===== src/plc_dev_note_end.sv =====
`timescale 1ns/100ps
`default_nettype none
`default_nettype wire


===== src/plc_pkg.sv =====
// Shared constants for the synthesizer configuration bank and its host.
// Assumes one system clock and a three-wire serial programming port.
`default_nettype none
package plc_pkg;
  // ----------------------------------------------------------
  // Serial word layout
  // ----------------------------------------------------------
  localparam int WORD_W = 24;
  localparam int ADDR_W = 3;
  localparam logic [2:0] ADDR_CP = 3'h4;
  localparam logic [2:0] ADDR_LO = 3'h5;
  localparam logic [2:0] ADDR_VCO = 3'h6;
  localparam logic [2:0] ADDR_EXT = 3'h7;
  localparam logic [23:0] RST_CP = 24'h12a7e4;
  localparam logic [23:0] RST_LO = 24'h0000e5;
  localparam logic [23:0] RST_VCO = 24'h1e2106;
  localparam logic [23:0] RST_EXT = 24'h000007;
  // ----------------------------------------------------------
  // Charge pump, phase detector and reference word
  // ----------------------------------------------------------
  localparam int CP_CUR_LSB = 10;
  localparam int CP_OFS_LSB = 12;
  localparam int CP_SIGN_BIT = 17;
  localparam int CP_TRIM_BIT = 18;
  localparam int CP_REF_LSB = 19;
  localparam int CP_MUX_LSB = 21;
  localparam logic [2:0] MUX_LOCK_DETECT = 3'h0;
  localparam logic [9:0] CP_UA_STEP = 10'h0fa;
  // Wide enough for the largest multiplier, 31 steps of 22.5 degrees
  localparam logic [12:0] OFS_TENTH_DEG = 13'h00e1;
  // ----------------------------------------------------------
  // LO path and modulator word
  // ----------------------------------------------------------
  localparam int LO_DRV_BIT = 3;
  localparam int LO_XL_BIT = 4;
  localparam int LO_DBL_BIT = 5;
  localparam int MOD_OUT_BIT = 6;
  localparam int MOD_BIAS_BIT = 7;
  // ----------------------------------------------------------
  // VCO word and external VCO word
  // ----------------------------------------------------------
  localparam int VCO_BAND_LSB = 3;
  localparam int VCO_BSRC_BIT = 9;
  localparam int VCO_AMP_LSB = 10;
  localparam int VCO_EN_LSB = 17;
  localparam int VCO_CP_EN_BIT = 20;
  localparam int EXT_DIV2_BIT = 4;
  localparam int EXT_VCO_BIT = 22;
  // ----------------------------------------------------------
  // Host register map and serial timing
  // ----------------------------------------------------------
  localparam logic [11:0] HOST_DATA_OFS = 12'h000;
  localparam logic [11:0] HOST_CTRL_OFS = 12'h004;
  localparam logic [11:0] HOST_STAT_OFS = 12'h008;
  localparam int CTRL_GO_BIT = 0;
  localparam int CTRL_SEL_BIT = 1;
  localparam int CLK_PERIOD_NS = 25;
  localparam int SCLK_HALF_NS = 100;
  localparam int SCLK_HALF_CYC = (SCLK_HALF_NS + CLK_PERIOD_NS - 1)
                                 / CLK_PERIOD_NS;
  localparam logic [4:0] BITS_PER_WORD = 5'h18;
endpackage
`default_nettype wire


===== src/plc_ser_if.sv =====
// Serial programming port between host and configuration bank.
// Assumes both ends run on the same system clock in the bench.
`timescale 1ns/100ps
`default_nettype none
interface plc_ser_if;
  logic ser_clk;
  logic ser_data;
  logic ser_latch;
  logic lo_port_select_pin;
  modport host (output ser_clk, output ser_data, output ser_latch,
                output lo_port_select_pin);
  modport dev (input ser_clk, input ser_data, input ser_latch,
               input lo_port_select_pin);
endinterface
`default_nettype wire


===== src/plc_dev.sv =====
// Device end: configuration bank for the upper four control words.
// Assumes serial pins come from another domain and are synchronised.
`timescale 1ns/100ps
`default_nettype none
module plc_dev
  import plc_pkg::*;
(
  input wire logic clk_sys,
  input wire logic sys_rst,
  plc_ser_if.dev ser,
  input wire logic [5:0] band_cal_result,
  input wire logic [7:0] status_sources,
  output logic [23:0] cp_word,
  output logic [23:0] lo_word,
  output logic [23:0] vco_word,
  output logic [23:0] ext_word,
  output logic [9:0] cp_nominal_ua,
  output logic cp_trim_resistor,
  output logic [12:0] pfd_offset_tenth_deg,
  output logic pfd_offset_negative,
  output logic [1:0] ref_scale_sel,
  output logic status_mux_output,
  output logic mod_bias_en,
  output logic mod_out_en,
  output logic lo_port_is_input,
  output logic lo_port_drive_on,
  output logic lo_port_double,
  output logic lo_input_is_4x,
  output logic [5:0] vco_band_used,
  output logic [5:0] vco_amplitude,
  output logic cp_enable,
  output logic [2:0] vco_enables,
  output logic pll_shutdown,
  output logic int_vco_off,
  output logic second_lo_divider_bypass
);
  // ----------------------------------------------------------
  // Pin synchronisers, change accepted when stages 2 and 3 agree
  // ----------------------------------------------------------
  logic [3:0] sync1_reg;
  logic [3:0] sync2_reg;
  logic [3:0] sync3_reg;
  logic [3:0] pin_reg;
  logic [3:0] pin_prev_reg;
  logic sclk_rise;
  logic latch_rise;

  always_ff @(posedge clk_sys)
  begin
    if (sys_rst)
    begin
      sync1_reg <= 4'h0;
      sync2_reg <= 4'h0;
      sync3_reg <= 4'h0;
      pin_reg <= 4'h0;
      pin_prev_reg <= 4'h0;
    end
    else
    begin
      sync1_reg <= {ser.lo_port_select_pin, ser.ser_latch,
                    ser.ser_data, ser.ser_clk};
      sync2_reg <= sync1_reg;
      sync3_reg <= sync2_reg;
      for (int i = 0; i < 4; i++)
        if (sync2_reg[i] == sync3_reg[i])
          pin_reg[i] <= sync3_reg[i];
      pin_prev_reg <= pin_reg;
    end
  end

  assign sclk_rise = pin_reg[0] && !pin_prev_reg[0];
  assign latch_rise = pin_reg[2] && !pin_prev_reg[2];

  // ----------------------------------------------------------
  // Shift register and word commit
  // ----------------------------------------------------------
  logic [23:0] shift_reg;
  logic [4:0] cnt_reg;
  logic commit;

  // Extra bits saturate the count so an overlong word is refused
  assign commit = latch_rise && (cnt_reg == BITS_PER_WORD);

  always_ff @(posedge clk_sys)
  begin
    if (sys_rst)
    begin
      shift_reg <= 24'h0;
      cnt_reg <= 5'h0;
    end
    else if (latch_rise)
      cnt_reg <= 5'h0;
    else if (sclk_rise)
    begin
      shift_reg <= {shift_reg[22:0], pin_reg[1]};
      if (cnt_reg != 5'h1f)
        cnt_reg <= cnt_reg + 5'h1;
    end
  end

  always_ff @(posedge clk_sys)
  begin
    if (sys_rst)
    begin
      cp_word <= RST_CP;
      lo_word <= RST_LO;
      vco_word <= RST_VCO;
      ext_word <= RST_EXT;
    end
    else if (commit)
    begin
      if (shift_reg[2:0] == ADDR_CP)
        cp_word <= shift_reg;
      else if (shift_reg[2:0] == ADDR_LO)
        lo_word <= shift_reg;
      else if (shift_reg[2:0] == ADDR_VCO)
        vco_word <= shift_reg;
      else if (shift_reg[2:0] == ADDR_EXT)
        ext_word <= shift_reg;
    end
  end

  // ----------------------------------------------------------
  // Field decode
  // ----------------------------------------------------------
  function automatic logic [9:0] plc_cp_ua(input logic [1:0] code);
    plc_cp_ua = 10'({2'h0, code} + 4'h1) * CP_UA_STEP;
  endfunction

  logic [2:0] mux_sel;
  logic lo_sel;
  logic lo_in;
  assign mux_sel = cp_word[CP_MUX_LSB +: 3];
  assign lo_sel = pin_reg[3];
  assign lo_in = !lo_sel && lo_word[LO_XL_BIT];

  always_ff @(posedge clk_sys)
  begin
    if (sys_rst)
    begin
      cp_nominal_ua <= 10'h0;
      cp_trim_resistor <= 1'b0;
      pfd_offset_tenth_deg <= 13'h0000;
      pfd_offset_negative <= 1'b0;
      ref_scale_sel <= 2'h0;
      status_mux_output <= 1'b0;
    end
    else
    begin
      // Current step set by the code; trim only rescales it
      cp_nominal_ua <= plc_cp_ua(cp_word[CP_CUR_LSB +: 2]);
      cp_trim_resistor <= cp_word[CP_TRIM_BIT];
      pfd_offset_tenth_deg <=
        13'({8'h0, cp_word[CP_OFS_LSB +: 5]} * OFS_TENTH_DEG);
      pfd_offset_negative <= cp_word[CP_SIGN_BIT];
      ref_scale_sel <= cp_word[CP_REF_LSB +: 2];
      status_mux_output <= status_sources[mux_sel];
    end
  end

  always_ff @(posedge clk_sys)
  begin
    if (sys_rst)
    begin
      mod_bias_en <= 1'b0;
      mod_out_en <= 1'b0;
      lo_port_is_input <= 1'b0;
      lo_port_drive_on <= 1'b0;
      lo_port_double <= 1'b0;
      lo_input_is_4x <= 1'b0;
      second_lo_divider_bypass <= 1'b0;
    end
    else
    begin
      mod_bias_en <= lo_word[MOD_BIAS_BIT];
      mod_out_en <= lo_word[MOD_BIAS_BIT] && lo_word[MOD_OUT_BIT];
      lo_port_is_input <= lo_in;
      lo_input_is_4x <= lo_in && !ext_word[EXT_DIV2_BIT];
      lo_port_drive_on <= !lo_word[LO_XL_BIT]
                          && (lo_sel || lo_word[LO_DRV_BIT]);
      lo_port_double <= !lo_word[LO_XL_BIT] && lo_word[LO_DBL_BIT];
      second_lo_divider_bypass <= ext_word[EXT_DIV2_BIT];
    end
  end

  always_ff @(posedge clk_sys)
  begin
    if (sys_rst)
    begin
      vco_band_used <= 6'h0;
      vco_amplitude <= 6'h0;
      cp_enable <= 1'b0;
      vco_enables <= 3'h0;
      pll_shutdown <= 1'b0;
      int_vco_off <= 1'b0;
    end
    else
    begin
      vco_band_used <= vco_word[VCO_BSRC_BIT]
                       ? vco_word[VCO_BAND_LSB +: 6]
                       : band_cal_result;
      vco_amplitude <= vco_word[VCO_AMP_LSB +: 6];
      cp_enable <= vco_word[VCO_CP_EN_BIT];
      vco_enables <= vco_word[VCO_EN_LSB +: 3];
      pll_shutdown <= (vco_word[VCO_EN_LSB +: 4] == 4'h0);
      int_vco_off <= ext_word[EXT_VCO_BIT]
                     && (vco_word[VCO_AMP_LSB +: 6] == 6'h0);
    end
  end
endmodule
`default_nettype wire


===== src/flat_wrapper.sv =====
// flat-port wrapper written by rule: the top's interface ports become plain ports
module plc_dev_flat import plc_pkg::*;
  (clk_sys, sys_rst, band_cal_result, status_sources, cp_word, lo_word, vco_word, ext_word, cp_nominal_ua, cp_trim_resistor, pfd_offset_tenth_deg, pfd_offset_negative, ref_scale_sel, status_mux_output, mod_bias_en, mod_out_en, lo_port_is_input, lo_port_drive_on, lo_port_double, lo_input_is_4x, vco_band_used, vco_amplitude, cp_enable, vco_enables, pll_shutdown, int_vco_off, second_lo_divider_bypass, ser_ser_clk, ser_ser_data, ser_ser_latch, ser_lo_port_select_pin);
  plc_ser_if ser_i ();
  input wire logic clk_sys;
  input wire logic sys_rst;
  input wire logic [5:0] band_cal_result;
  input wire logic [7:0] status_sources;
  output logic [23:0] cp_word;
  output logic [23:0] lo_word;
  output logic [23:0] vco_word;
  output logic [23:0] ext_word;
  output logic [9:0] cp_nominal_ua;
  output logic cp_trim_resistor;
  output logic [12:0] pfd_offset_tenth_deg;
  output logic pfd_offset_negative;
  output logic [1:0] ref_scale_sel;
  output logic status_mux_output;
  output logic mod_bias_en;
  output logic mod_out_en;
  output logic lo_port_is_input;
  output logic lo_port_drive_on;
  output logic lo_port_double;
  output logic lo_input_is_4x;
  output logic [5:0] vco_band_used;
  output logic [5:0] vco_amplitude;
  output logic cp_enable;
  output logic [2:0] vco_enables;
  output logic pll_shutdown;
  output logic int_vco_off;
  output logic second_lo_divider_bypass;
  input wire logic [$bits(ser_i.ser_clk)-1:0] ser_ser_clk;
  input wire logic [$bits(ser_i.ser_data)-1:0] ser_ser_data;
  input wire logic [$bits(ser_i.ser_latch)-1:0] ser_ser_latch;
  input wire logic [$bits(ser_i.lo_port_select_pin)-1:0] ser_lo_port_select_pin;
  assign ser_i.ser_clk = ser_ser_clk;
  assign ser_i.ser_data = ser_ser_data;
  assign ser_i.ser_latch = ser_ser_latch;
  assign ser_i.lo_port_select_pin = ser_lo_port_select_pin;
  plc_dev u_core (.clk_sys(clk_sys), .sys_rst(sys_rst), .ser(ser_i), .band_cal_result(band_cal_result), .status_sources(status_sources), .cp_word(cp_word), .lo_word(lo_word), .vco_word(vco_word), .ext_word(ext_word), .cp_nominal_ua(cp_nominal_ua), .cp_trim_resistor(cp_trim_resistor), .pfd_offset_tenth_deg(pfd_offset_tenth_deg), .pfd_offset_negative(pfd_offset_negative), .ref_scale_sel(ref_scale_sel), .status_mux_output(status_mux_output), .mod_bias_en(mod_bias_en), .mod_out_en(mod_out_en), .lo_port_is_input(lo_port_is_input), .lo_port_drive_on(lo_port_drive_on), .lo_port_double(lo_port_double), .lo_input_is_4x(lo_input_is_4x), .vco_band_used(vco_band_used), .vco_amplitude(vco_amplitude), .cp_enable(cp_enable), .vco_enables(vco_enables), .pll_shutdown(pll_shutdown), .int_vco_off(int_vco_off), .second_lo_divider_bypass(second_lo_divider_bypass));
endmodule

===== config.mk =====
export PLATFORM = sky130hd
export DESIGN_NAME = plc_dev_flat
export DESIGN_NICKNAME = d
export VERILOG_FILES = /design/src/plc_dev_note_end.sv /design/src/plc_pkg.sv /design/src/plc_ser_if.sv /design/src/plc_dev.sv /design/src/flat_wrapper.sv
export SDC_FILE = /design/constraint.sdc
export NUM_CORES = 1
export LEC_CHECK = 0
export BUFFER_PORTS_ARGS = -buffer_cell sky130_fd_sc_hd__buf_2
export CAP_MARGIN = 20
export CELL_PAD_IN_SITES_DETAIL_PLACEMENT = 1
export CELL_PAD_IN_SITES_GLOBAL_PLACEMENT = 1
export CORE_ASPECT_RATIO = 1.2
export CORE_UTILIZATION = 30
export CTS_CLUSTER_DIAMETER = 100
export DETAILED_ROUTE_END_ITERATION = 6
export GPL_TIMING_DRIVEN = 0
export PLACE_DENSITY_LB_ADDON = 0.15
export REMOVE_ABC_BUFFERS = 1
export SYNTH_ARGS = -nofsm -noshare
export SYNTH_HDL_FRONTEND = slang
export SYNTH_SLANG_ARGS = --single-unit

===== constraint.sdc =====
create_clock -name clk_sys -period 5.9 [get_ports clk_sys]
set_clock_uncertainty 0.15 [all_clocks]
set_input_delay 0.295 -clock clk_sys [delete_from_list [all_inputs] [get_ports clk_sys]]
set_output_delay 0.295 -clock clk_sys [all_outputs]
set_load 0.02 [all_outputs]

==> flow_metrics.py <==
metrics = {
    "route": {
        "via_count": 5573,
        "post-route-drc-count": 0,
        "routed_wl_um": 18800,
        "vias_cell": 4.62,
        "routed_wire_length_per_instance_um": 15.6,
        "drt_pass1_iterations": 4,
        "first_iter_violations": 235,
        "antenna_violating_nets_post_route": 0,
    },
    "clock_network": {
        "cts_num_sinks": 193,
        "clockBufferDepth": 2,
        "tritoncts_clock_tree": "done",
        "cts_htree_levels": 4,
        "postCtsSetupBuffers": 0,
        "cts_inserted_buffers": 17,
        "clkTransAtPathRegs_ns": 0.08,
        "clkLatencyLatePin_ns": 0.42,
        "clk_root_buffer_cell": "clkbuf_16",
    },
    "die": {
        "die_area_sq_um": 23700,
        "design.portCount": 169,
        "start_util_pct": 30.8,
        "floorplan.die.height_um": 168,
        "coreArea_sq_um": 22500,
        "die_x_um": 141,
        "row_count": 60,
    },
    "critical_path": {
        "worstPathRequired_ns": 6.06,
        "r2r-end": "u_core.pfd_offset_tenth_deg[11]$_SDFF_PP0_",
        "timing.critical_path.fanout_max": 6,
        "cp_data_arrival_time_ns": 2.91,
        "worst_r2r_path_depth": 8,
        "critical-path-top-cell-by-count": "ha_1",
        "setup.worst_path.class": "register to register",
        "timing.rr.start": "u_core.cp_word[15]$_SDFFE_PP1P_",
        "setup.worst_path.end_class": "register",
        "worst_path_max_delay_cell": "dfxtp_1",
        "critical_path.n_buffers_inverters": 0,
        "cp_top_family": "adder cells",
        "critPathLaunchType": "register",
        "cpPeakStageDelay_ns": 0.48,
        "timing.critical_path.cells": "fa_1 > ha_1 > ha_1 > ha_1 > nor2b_1 > o21ai_0 > nand3_1 > nor3b_1",
        "setup.reg_to_reg.worst_slack_ns": 3.15,
    },
    "sta": {
        "worst_pin_slew_ns": 0.869,
        "setup_tns_ns": 0,
        "hold_viol": 0,
        "fmaxAchievable_mhz": 364,
        "worst_slack_ns": 3.15,
        "timing.slew.headroom_pct": 41.8,
        "finalCritPeriodShare_pct": 46.6,
        "setup_viol_count_final": 0,
        "timing.final.crit_period_ns": 2.75,
        "unrepaired_setup_endpoints_after_global_routing": "false",
        "maxSlewViolCount": 0,
    },
    "final_layout": {
        "layout_common_cells": "193 x dfxtp_1, 174 x nand2_1, 166 x buf_2, 93 x a21oi_1, 51 x nor2_1",
        "layout-drive-gt1-share_pct": 23.8,
        "layout.cells.most_common": "dfxtp_1",
        "finalInstanceArea_sq_um": 8830,
        "nFillCells": 2616,
        "insertedDiodeCount": 0,
        "syn2layout_area_growth_pct": 27.4,
        "nets": 965,
    },
    "placement": {
        "dp_hpwl_um": 12600,
        "detailedPlace.worstSlack_ns": 3.13,
        "gp_congestion": 0.717,
        "io_buffers": 167,
        "standard_cell_area_after_detailed_placement_sq_um": 8070,
    },
    "global_route": {
        "grt.overflow.total": 0,
        "grt_pass1_vias": 5453,
        "largest_net_degree_at_the_start_of_global_routing": 87,
        "grt_usage_pct": 16.6,
        "grt_first_pass_wirelength_um": 30300,
        "antenna_found_initial": 0,
    },
    "worst_hold_path": {
        "worst_hold_path.endpoint": "u_core.vco_band_used[0]$_SDFF_PP0_",
        "worst_min_delay_path_class": "input port to register",
        "hold_depth": 3,
        "worst_hold_startpoint": "band_cal_result[0]",
    },
    "synthesis": {
        "syn-cell-area_sq_um": 6930,
        "yosys_register_bits": 193,
        "syn-instance-count": 754,
        "synth.yosys.seq_area_share_pct": 55.8,
        "synth_cell_type_count": 46,
        "avgSynthCellArea_sq_um": 9.19,
        "yosys_warnings": 0,
    },
    "pwr": {
        "power_per_cell_area_nw_per_um2": 293,
        "p_leak_uw": 0.00374,
        "power.ir.vdd_worst_mv": 0.178,
    },
    "run_status": {
        "outcome": "complete, no violations",
    },
    "flow_run": {
        "drv_cap": 0,
    },
}
[through the flow]
| stage | hold slack, ns | std cells | utilization, % | total power (uW) |
|---|---|---|---|---|
| after global placement | 0.266 | 1152 | 34.9 | 1410 |
| after detailed placement | 0.274 | 1161 | 35.8 | 1420 |
| after CTS | 0.00359 | 1202 | 38.9 | 2630 |
| after floorplan | 0.212 | 706 | - | 1370 |
| after global routing | 0.0235 | 1205 | 39.2 | 2690 |
| final | 0.0192 | 1205 | 39.2 | 2590 |
[power by group]
group | switching [uW] | leakage [uW] | internal (uW)
clock | 581 | 0.000300 | 615
combinational | 46.5 | 0.00187 | 26.0
sequential | 3.21 | 0.00157 | 1310
[cells by family after synthesis]
| group | Yosys count | share of synthesized area, % |
|---|---|---|
| DFF | 193 | 55.8 |
| AOI/OAI and AO/OA | 125 | 9.37 |
| adders and majority gates | 32 | 6.21 |
| buffers and inverters | 63 | 4.35 |
| xor gates and xnor gates | 7 | 0.885 |
| muxes | 10 | 1.81 |
| other | 1 | 0.0541 |
| and+or+nand+nor | 323 | 21.6 |
[metal layers]
metal | share of wire (%) | track usage, % | vias to the layer above
met3 | 2.6 | 2.97 | 8
met1 | 47 | 21.0 | 2680
met4 | 0.74 | 4.11 | 0
li1 | - | - | 2792
met5 | 0 | 0 | -
met2 | 50 | 28.9 | 93
[synthesized netlist by cell type, drive strengths merged]
cell type,count,share of area [%]
fa,4,1.2
nand4b,2,0.47
nand4,2,0.18
nand3b,1,0.11
clkbuf,24,1.3
nand2,174,9.4
and3,7,0.63
o211ai,1,0.11
conb,1,0.054
o21ai,23,1.7
a31oi,1,0.090
or4,3,0.33
or3,12,1.1
nand3,3,0.22
inv,15,0.81
buf,24,2.2
nor3b,3,0.40
nand4bb,1,0.16
nand2b,1,0.090
dfxtp,193,56
a21o,3,0.33
nor4,2,0.18
ha,28,5.1
nor2b,41,3.7
mux4,2,0.65
a31o,1,0.13
a311oi,1,0.13
mux2i,8,1.2
xnor2,5,0.63
and3b,1,0.13
and4,1,0.13
a211oi,2,0.22
nor2,51,2.8
a21oi,93,6.7
and2,2,0.18
nor3,16,1.4
xor2,2,0.25
[worst max path at each step]
stage,start,endpoint,cells past startpoint
after floorplan,u_core.cp_word[15]$_SDFFE_PP1P_,u_core.pfd_offset_tenth_deg[11]$_SDFF_PP0_,8
after global placement,sys_rst,u_core.pfd_offset_tenth_deg[12]$_SDFF_PP0_,5
after detailed placement,u_core.cp_word[15]$_SDFFE_PP1P_,u_core.pfd_offset_tenth_deg[11]$_SDFF_PP0_,8
after CTS,u_core.cp_word[15]$_SDFFE_PP1P_,u_core.pfd_offset_tenth_deg[11]$_SDFF_PP0_,8
after global routing,u_core.cp_word[15]$_SDFFE_PP1P_,u_core.pfd_offset_tenth_deg[11]$_SDFF_PP0_,8
final,u_core.cp_word[15]$_SDFFE_PP1P_,u_core.pfd_offset_tenth_deg[11]$_SDFF_PP0_,8
[worst register-to-register path, stage by stage, from the launching register on]
cell	delay, ns
dfxtp_1	0.48
fa_1	0.47
ha_1	0.30
ha_1	0.29
ha_1	0.34
nor2b_1	0.15
o21ai_0	0.21
nand3_1	0.10
nor3b_1	0.14
[timing repair]
item	CTS	global route
hold buffers	9	0
gates resized for setup	0	0
hold endpoints to repair	9	0
[layout make-up]
cell class	count	area, sq um	area share (%)
Clock buffer	17	425	4.82
Sequential cell	193	3860	43.8
Clock inverter	15	190	2.15
Multi-Input combinational cell	498	2780	31.5
Tap cell	279	349	3.95
Timing Repair Buffer	188	1160	13.2
Inverter	15	56.3	0.638
Power figures use the tool's default switching activity.
